--- src/rcs_pkg.sv ---
// Package for the reset control sequencer: register map, cause bit layout,
// timing counts and the state carriers shared by the design.
// Assumes a 40 MHz system clock and a 32-bit APB register bus.
package rcs_pkg;
	// ****************************************************************
	// Register map
	// ****************************************************************
	localparam logic [7:0] RCS_ADDR_CAUSE = 8'h00;
	localparam logic [7:0] RCS_ADDR_CTRL = 8'h04;
	localparam logic [7:0] RCS_ADDR_STATE = 8'h08;
	localparam int RCS_CAUSE_W = 16;

	// Cause flag positions
	localparam int RCS_BIT_PIN = 7;
	localparam int RCS_BIT_SUPPLY = 6;
	localparam int RCS_BIT_WDOG = 5;
	localparam int RCS_BIT_HALT = 4;
	localparam int RCS_BIT_ZERO = 3;
	localparam int RCS_BIT_REF = 2;
	localparam int RCS_BIT_INSTR = 1;
	localparam int RCS_BIT_TEST = 0;

	// Control register fields
	localparam int RCS_CTRL_REFEN = 0;
	localparam int RCS_CTRL_OSCEN = 1;
	localparam logic [1:0] RCS_CTRL_RESET = 2'h0;

	// ****************************************************************
	// Timing
	// ****************************************************************
	localparam int RCS_CLK_HZ = 40000000;
	localparam int RCS_DRIVE_CYCLES = 512;
	localparam int RCS_RELEASE_CYCLES = 10;
	localparam int RCS_INT_ASSERT_CYCLES = 4;
	localparam int RCS_FLOAT_CYCLES = 10;
	localparam int RCS_XTAL_PULSES = 10;
	localparam int RCS_CNT_W = 10;

	typedef enum {
		RCS_ST_POWER,
		RCS_ST_INTRST,
		RCS_ST_LOCKWAIT,
		RCS_ST_RUN,
		RCS_ST_WAITBUS,
		RCS_ST_EXTHOLD,
		RCS_ST_DRIVE,
		RCS_ST_RELEASE
	} rcs_state_t;

	// Internal reset requests travel together
	typedef struct packed {
		logic watchdog;
		logic haltMon;
		logic refLoss;
		logic test;
	} rcs_req_t;

	typedef struct packed {
		rcs_state_t state;
		logic [RCS_CNT_W-1:0] count;
		logic [7:0] pending;
		logic [7:0] cause;
		logic [1:0] ctrl;
		logic [3:0] floatCnt;
		logic [3:0] xtalCnt;
		logic floated;
		logic rstPinOe;
		logic sysReset;
		logic modReset;
		logic portReset;
		logic [1:0] modeCfg;
		logic modeSelExt;
		logic pready;
		logic [31:0] prdata;
		logic pslverr;
	} rcs_regs_t;
endpackage : rcs_pkg

--- src/rcs_reset_sequencer.sv ---
// Reset control sequencer: qualifies reset sources, stretches reset on the
// open-drain pin, records the cause, and handles the float-all-outputs input.
// Assumes an APB master on clk and pin inputs that are asynchronous to clk.
`timescale 1ns/100ps
`default_nettype none

module rcs_reset_sequencer
	import rcs_pkg::*;
#(
	parameter int DRIVE_CYCLES = RCS_DRIVE_CYCLES,
	parameter int RELEASE_CYCLES = RCS_RELEASE_CYCLES
) (
	input wire logic clk,
	input wire logic rst_n,
	input wire logic supplyGood,
	input wire logic pllLocked,
	input wire logic rstPinIn,
	output logic rstPinOut,
	output logic rstPinOe,
	input wire rcs_req_t intReq,
	input wire logic busCycleEnd,
	input wire logic floatAllOutputs,
	input wire logic clockSourceSelect,
	input wire logic crystalInput,
	input wire logic [1:0] modePins,
	output logic sysReset,
	output logic modReset,
	output logic portReset,
	output logic outputsFloat,
	output logic [1:0] modeCfg,
	output logic modeSelExt,
	input wire logic psel,
	input wire logic penable,
	input wire logic pwrite,
	input wire logic [7:0] paddr,
	input wire logic [31:0] pwdata,
	output logic pready,
	output logic [31:0] prdata,
	output logic pslverr
);
	// ****************************************************************
	// Input synchronisers
	// ****************************************************************
	localparam int SYNC_N = 8;
	logic [SYNC_N-1:0] syncIn;
	logic [SYNC_N-1:0] syncA;
	logic [SYNC_N-1:0] syncB;
	logic xtalPrev;
	rcs_regs_t r;
	rcs_regs_t next_r;

	assign syncIn = {supplyGood, pllLocked, rstPinIn, floatAllOutputs,
		clockSourceSelect, crystalInput, modePins};

	// pin sampled on clock; two flops before any logic
	// The crystal edge detector resets low, the idle level of that input,
	// so leaving reset never shows a false crystal pulse
	always_ff @(posedge clk or negedge rst_n) begin
		if (!rst_n) begin
			syncA <= '0;
			syncB <= '0;
			xtalPrev <= 1'b0;
		end else begin
			syncA <= syncIn;
			syncB <= syncA;
			xtalPrev <= syncB[2];
		end
	end

	logic sSupply;
	logic sLock;
	logic sPin;
	logic sFloat;
	logic sClkSel;
	logic sXtal;
	logic [1:0] sMode;
	assign sSupply = syncB[7];
	assign sLock = syncB[6];
	assign sPin = syncB[5];
	assign sFloat = syncB[4];
	assign sClkSel = syncB[3];
	assign sXtal = syncB[2];
	assign sMode = syncB[1:0];

	// Decode of one APB register address
	function automatic logic hit(input logic [7:0] a, input logic [7:0] reg_addr);
		hit = (a == reg_addr);
	endfunction : hit

	// ****************************************************************
	// Sequencer and register file
	// ****************************************************************
	logic [7:0] srcNow;
	logic intActive;
	logic refLossOk;
	logic apbAccess;

	// reference loss counts only when enabled twice over
	// Control powers up clear, so a reference loss is ignored until software arms it
	assign refLossOk = intReq.refLoss & r.ctrl[RCS_CTRL_REFEN] & r.ctrl[RCS_CTRL_OSCEN];
	assign intActive = intReq.watchdog | intReq.haltMon | refLossOk | intReq.test;
	// The registered pready keeps one access from being taken twice
	assign apbAccess = psel & penable & ~r.pready;

	// each source lands on its fixed cause bit
	// every active source but supply gathered into one vector
	always_comb begin
		srcNow = '0;
		srcNow[RCS_BIT_WDOG] = intReq.watchdog;
		srcNow[RCS_BIT_HALT] = intReq.haltMon;
		srcNow[RCS_BIT_REF] = refLossOk;
		srcNow[RCS_BIT_TEST] = intReq.test;
		srcNow[RCS_BIT_PIN] = ~sPin;
	end

	// Next-state logic for the whole block
	always_comb begin
		next_r = r;
		next_r.pready = 1'b0;
		next_r.pslverr = 1'b0;

		// float request must stand ten cycles
		// Limitation: a crystal pulse shorter than one clock can be lost in the synchroniser
		if (sFloat && !r.floated) begin
			if (r.floatCnt != 4'(RCS_FLOAT_CYCLES - 1)) begin
				next_r.floatCnt = r.floatCnt + 4'h1;
			end else if (sClkSel) begin
				next_r.floated = 1'b1;
			end
			// external clock counts crystal rising edges instead
			if (!sClkSel && sXtal && !xtalPrev) begin
				if (r.xtalCnt == 4'(RCS_XTAL_PULSES - 1)) begin
					next_r.floated = 1'b1;
				end else begin
					next_r.xtalCnt = r.xtalCnt + 4'h1;
				end
			end
		end else if (!r.floated) begin
			next_r.floatCnt = '0;
			next_r.xtalCnt = '0;
		end

		// internal reset overrides normal run regardless of activity; pin reset waits for the bus cycle
		case (r.state)
			// power-on holds both lines until supply good
			// Supply flag marked here so it survives to the reset exit
			RCS_ST_POWER: begin
				next_r.pending[RCS_BIT_SUPPLY] = 1'b1;
				next_r.rstPinOe = 1'b1;
				next_r.sysReset = 1'b1;
				if (sSupply) begin
					next_r.count = '0;
					next_r.state = RCS_ST_INTRST;
				end
			end
			// modules reset after four cycles of internal reset
			RCS_ST_INTRST: begin
				next_r.count = r.count + 1'b1;
				if (r.count == RCS_CNT_W'(RCS_INT_ASSERT_CYCLES - 1)) begin
					next_r.modReset = 1'b1;
					next_r.count = '0;
					next_r.state = RCS_ST_LOCKWAIT;
				end
			end
			// lock then 512 cycles before pin release
			// A lost lock restarts the count rather than shortening the hold
			RCS_ST_LOCKWAIT: begin
				if (!sLock) begin
					next_r.count = '0;
				end else if (r.count == RCS_CNT_W'(DRIVE_CYCLES - 1)) begin
					next_r.count = '0;
					next_r.rstPinOe = 1'b0;
					next_r.state = RCS_ST_RELEASE;
				end else begin
					next_r.count = r.count + 1'b1;
				end
			end
			RCS_ST_RUN: begin
				if (intActive) begin
					// internal faults are catastrophic, act on this edge
					next_r.pending = srcNow;
					next_r.sysReset = 1'b1;
					next_r.rstPinOe = 1'b1;
					next_r.count = '0;
					next_r.state = RCS_ST_DRIVE;
				end else if (!sPin) begin
					// pin reset waits for the bus cycle to end
					next_r.pending = srcNow;
					next_r.state = RCS_ST_WAITBUS;
				end
			end
			RCS_ST_WAITBUS: begin
				next_r.pending = r.pending | srcNow;
				if (busCycleEnd || intActive) begin
					next_r.sysReset = 1'b1;
					next_r.state = RCS_ST_EXTHOLD;
				end
			end
			// latch external reset until the driver lets go
			RCS_ST_EXTHOLD: begin
				next_r.pending = r.pending | srcNow;
				if (sPin) begin
					next_r.rstPinOe = 1'b1;
					next_r.count = '0;
					next_r.state = RCS_ST_DRIVE;
				end
			end
			// drive at least 512, longer while requested
			// Our own pull-down must not be mistaken for an external pin source
			RCS_ST_DRIVE: begin
				next_r.pending = r.pending | (srcNow & ~(8'h01 << RCS_BIT_PIN));
				if (r.count != RCS_CNT_W'(DRIVE_CYCLES - 1)) begin
					next_r.count = r.count + 1'b1;
				end else if (!intActive) begin
					next_r.count = '0;
					next_r.rstPinOe = 1'b0;
					next_r.state = RCS_ST_RELEASE;
				end
			end
			// release ten cycles, then test the pin
			// Hazard: the pin synchroniser eats two released cycles, so the
			// release count must stay above two or the test sees a stale low
			RCS_ST_RELEASE: begin
				if (r.count != RCS_CNT_W'(RELEASE_CYCLES - 1)) begin
					next_r.count = r.count + 1'b1;
				end else if (!sPin || intActive) begin
					next_r.count = '0;
					next_r.rstPinOe = 1'b1;
					next_r.state = RCS_ST_DRIVE;
				end else begin
					next_r.cause = r.pending;
					// instruction flag and fixed zero never set
					next_r.cause[RCS_BIT_INSTR] = 1'b0;
					next_r.cause[RCS_BIT_ZERO] = 1'b0;
					next_r.pending = '0;
					next_r.sysReset = 1'b0;
					next_r.modReset = 1'b0;
					next_r.count = '0;
					next_r.state = RCS_ST_RUN;
				end
			end
			default: begin
				next_r.state = RCS_ST_POWER;
			end
		endcase

		// mode pins captured while reset is active
		// Captured every reset cycle so the value just before exit is kept
		if (next_r.sysReset) begin
			next_r.modeCfg = sMode;
			next_r.modeSelExt = ~sClkSel;
		end
		// port pins forced to inputs during reset
		next_r.portReset = next_r.sysReset;

		// after floating, hold system and port reset until power cycles
		// The pin enable drops too, so the reset pin floats with the rest
		if (r.floated) begin
			next_r.sysReset = 1'b1;
			next_r.portReset = 1'b1;
			next_r.rstPinOe = 1'b0;
		end

		// APB slave, one wait state; cause is read-only
		// Unmapped offsets answer with an error and change no register
		if (apbAccess) begin
			next_r.pready = 1'b1;
			next_r.prdata = '0;
			if (hit(paddr, RCS_ADDR_CAUSE)) begin
				// flags in the low byte, upper bits unused
				next_r.prdata[7:0] = r.cause;
				next_r.pslverr = 1'b0;
			end else if (hit(paddr, RCS_ADDR_CTRL)) begin
				next_r.prdata[1:0] = r.ctrl;
				if (pwrite) begin
					next_r.ctrl = pwdata[1:0];
				end
			end else if (hit(paddr, RCS_ADDR_STATE)) begin
				next_r.prdata[0] = r.sysReset;
				next_r.prdata[1] = r.floated;
				next_r.prdata[3:2] = r.modeCfg;
				next_r.prdata[4] = r.modeSelExt;
			end else begin
				next_r.pslverr = 1'b1;
			end
		end
	end

	// State register; constants only under reset
	always_ff @(posedge clk or negedge rst_n) begin
		if (!rst_n) begin
			r <= '{state: RCS_ST_POWER, count: '0, pending: '0, cause: '0,
				ctrl: RCS_CTRL_RESET, floatCnt: '0, xtalCnt: '0, floated: 1'b0,
				rstPinOe: 1'b1, sysReset: 1'b1, modReset: 1'b0, portReset: 1'b1,
				modeCfg: '0, modeSelExt: 1'b0, pready: 1'b0, prdata: '0,
				pslverr: 1'b0};
		end else begin
			r <= next_r;
		end
	end

	// ****************************************************************
	// Outputs, all straight from flip-flops but the tied-low rstPinOut
	// ****************************************************************
	assign rstPinOut = 1'b0; // Open drain: only ever pulls low
	assign rstPinOe = r.rstPinOe;
	assign sysReset = r.sysReset;
	assign modReset = r.modReset;
	assign portReset = r.portReset;
	assign outputsFloat = r.floated;
	assign modeCfg = r.modeCfg;
	assign modeSelExt = r.modeSelExt;
	assign pready = r.pready;
	assign prdata = r.prdata;
	assign pslverr = r.pslverr;
endmodule : rcs_reset_sequencer

`default_nettype wire

--- config.mk ---
export PLATFORM = sky130hd
export DESIGN_NAME = rcs_reset_sequencer
export DESIGN_NICKNAME = d
export VERILOG_FILES = /design/src/rcs_pkg.sv /design/src/rcs_reset_sequencer.sv
export SDC_FILE = /design/constraint.sdc
export NUM_CORES = 1
export LEC_CHECK = 0
export BUFFER_PORTS_ARGS = -buffer_cell sky130_fd_sc_hd__buf_2
export CAP_MARGIN = 30
export CORE_UTILIZATION = 47
export DETAILED_ROUTE_END_ITERATION = 16
export PLACE_DENSITY = 0.76
export SLEW_MARGIN = 20
export SYNTH_ARGS = -nofsm -noshare
export SYNTH_HDL_FRONTEND = slang
export SYNTH_SLANG_ARGS = --single-unit
--- constraint.sdc ---
create_clock -name clk -period 1.75 [get_ports clk]
set_input_delay 0.35 -clock clk [delete_from_list [all_inputs] [get_ports clk]]
set_output_delay 0.35 -clock clk [all_outputs]
set_load 0.01 [all_outputs]
==> impl_metrics.csv <==
group,metric,value,unit
synth,seq_area_frac_synth,47.2,%
clock_tree,cts_hold_buffers,0,
timing,setup_viol,18,
final_layout,finalNetCount,520,
routing,antenna_left,0,
floorplan,io_pins,101,
grt,grt_first_pass_wirelength,13600,microns
grt,grt_pass1_vias,2936,
timing,skew,0.0144,ns
synth,syn_area,0.00366,sq mm
routing,drt_iter0_drc,172,
timing,finalCriticalPeriod,1.86,ns
final_layout,area_delta_synth_final,30.3,%
timing,setup_ws,-0.115,ns
grt,antenna_found_initial,0,
final_layout,layout_commonest_cell,"dfrtp_1",
timing,fin_crit_sh,107,%
placed_design,place_congestion,0.915,
timing,fin_hold_ws,0.0277,ns
routing,first_pass_iters,4,
synth,ys.warnings.count,0,
synth,syn_inst,356,
final_layout,drive_gt1_share,41.6,%
synth,ys_ff_latch,69,
setup_path,arrival,2.09,ns
synth,yosys.area_share.simple,17.9,%
clock_tree,clock_latency,0.34,ns
grt,grt_max_degree,70,
clock_tree,numCtsBuffers,9,
power,ir_drop,0.640,mV
setup_path,cp_max_fo,4,
synth,synthXorXnorAreaFrac,0,%
clock_tree,cts-root-buf,"clkbuf_8",
clock_tree,cts.sinks,69,
routing,route.detailed.drc,0,
grt,grt-ovfl-total,0,
clock_tree,cts-htree-levels,3,
setup_path,crit_type,"reg2reg",
synth,synth_top_family_by_area,"simple AND/OR/NAND/NOR gates",
timing,hold_violations,0,
timing,report.final.slew_viol_count,0,
synth,synth_fa_ha_area_share,2.05,%
floorplan,dieArea,0.00815,sq mm
job,maxCapViolations,0,
floorplan,start_util,49.5,%
hold_path,hold_path_class,"in2async",
synth,synthMuxAreaShare,4.95,%
clock_tree,ctsLongestPathBuffers,2,
setup_path,critPathLaunchType,"flop",
power,cellLeakagePower,2.24,nW
synth,syn_avg_cell_area,10.3,sq um
timing,rsz0062_at_grt,"true",
synth,synth-compound-area-share,17.2,%
final_layout,final_cell_mix,"dfrtp_1 (66), buf_4 (61), buf_2 (45), nand2_1 (30), conb_1 (25)",
setup_path,worst_setup_path_end_kind,"flop",
final_layout,diodes,0,
routing,routed_wl,8480,microns
routing,wire_per_inst,15.1,microns
floorplan,coreArea,0.00741,sq mm
clock_tree,path_clk_slew,0.09,ns
floorplan,die_y,90.3,microns
floorplan,die_w,90.3,microns
routing,avgViaCountPerCell,5.30,
run_status,violations,"setup timing",
final_layout,fillers,586,
synth,ys.flop_type,"dfrtp_1",
grt,grt_usage,20.9,%
synth,synth_edf_count,0,
floorplan,rows,31,
power,power.total,5.28,mW
synth,async_reset_ff_share,100,%
routing,via_count,2967,
synth,synth_cell_types,65,
timing,max_freq,0.536,GHz
power,power.density,1110,mW/mm^2
run_status,status,"complete, but fails checks",
clock_tree,tritoncts,"built",
placed_design,port_buffers,45,
timing,fin_tns_setup,-1.08,ns
placed_design,place_hpwl,5710,microns
setup_path,required,1.97,ns
stage by stage:
| stage | cell area [sq um] | cells | util (%) | worst slack, ns |
|---|---|---|---|---|
| floorplan | 3760 | 380 | - | -0.0258 |
| global placement | 4210 | 531 | 56.8 | -0.200 |
| detailed placement | 4210 | 531 | 56.8 | -0.223 |
| CTS | 4620 | 554 | 62.3 | -0.112 |
| global route | 4770 | 560 | 64.4 | -0.211 |
| finish | 4770 | 560 | 64.4 | -0.115 |
routing by layer:
layer | track usage, % | share of wire, % | wire length [microns]
met1 | 27.3 | 46 | 3910
met2 | 34.9 | 49 | 4150
met3 | 3.54 | 4.0 | 341
met4 | 7.53 | 0.99 | 84
met5 | 0 | 0 | 0
state kept, by name, summed over array words and instances (netlist names):
register      flops
sysReset          1
rstPinOe          1
pslverr           1
syncB             8
syncA             8
modeSelExt        1
xtalPrev          1
outputsFloat      1
r                35
pready            1
modeCfg           2
prdata            8
modReset          1
what timing repair did:
item | CTS | global route
gates resized for setup | 31 | 27
buffers inserted | 7 | 6
pin swaps | 15 | 11
setup endpoints to repair | 29 | 32
worst max-delay path, cell delays in order (launching register included):
cell and delay [ns]:
dfrtp_1 0.42, nor4_4 0.27, buf_4 0.18, nand4_1 0.16, nor3_4 0.21, buf_4 0.17
mux2_2 0.34
report_power, final:
group	total [mW]	internal [mW]	switching, mW
registers	1.97	1.78	0.189
clock network	1.49	0.823	0.669
logic	1.82	0.935	0.880
cells in the mapped netlist, types with 4 or more instances:
cell      count  area [sq um]
nor2_1       10          37.5
a22o_1        6          52.6
and2_1        4          25.0
mux2_2        9           101
mux2i_1       5          50.1
a21boi_0      5          37.5
nor2b_1       6          37.5
inv_1        11          41.3
o21ai_0      25           125
nand2_1      31           116
or4_1         7          52.6
buf_4        38           285
ha_1          6          75.1
o31ai_1       8          60.1
dfrtp_1      67          1680
clkbuf_1      5          18.8
nor3_1        8          40.0
a21oi_1      23           115
nand3_1      12          60.1
kinds of logic after synthesis:
logic type / Yosys count
and+or+nand+nor: 110
AOI/OAI and AO/OA: 93
DFF: 69
buffers and inverters: 61
muxes: 16
adders and majority gates: 6
other: 1
final cells by class:
| type | instances | area (sq um) | share of cell area [%] |
|---|---|---|---|
| sequential | 69 | 1730 | 36.2 |
| clock inverter | 7 | 103 | 2.15 |
| inverter | 12 | 47.5 | 0.996 |
| clock buffer | 9 | 124 | 2.59 |
| tap | 99 | 124 | 2.59 |
| timing repair buffer | 114 | 791 | 16.6 |
| multi-input combinational | 250 | 1860 | 38.9 |
final timing paths:
path                        startpoint  endpoint  slack [ns]  depth (start not counted)
hold / removal                   rst_n     r[76]        0.03                          2
min in group clk           modePins[1]  syncA[1]        0.11                          1
hold reg to reg               syncA[2]  syncB[2]        0.35                          0
setup / recovery                 r[74]     r[52]       -0.11                          6
setup reg to reg                 r[74]     r[52]       -0.11                          6
max in group asynchronous        rst_n  rstPinOe        1.40                          2
Note: power is estimated with default switching activity, not from simulation.
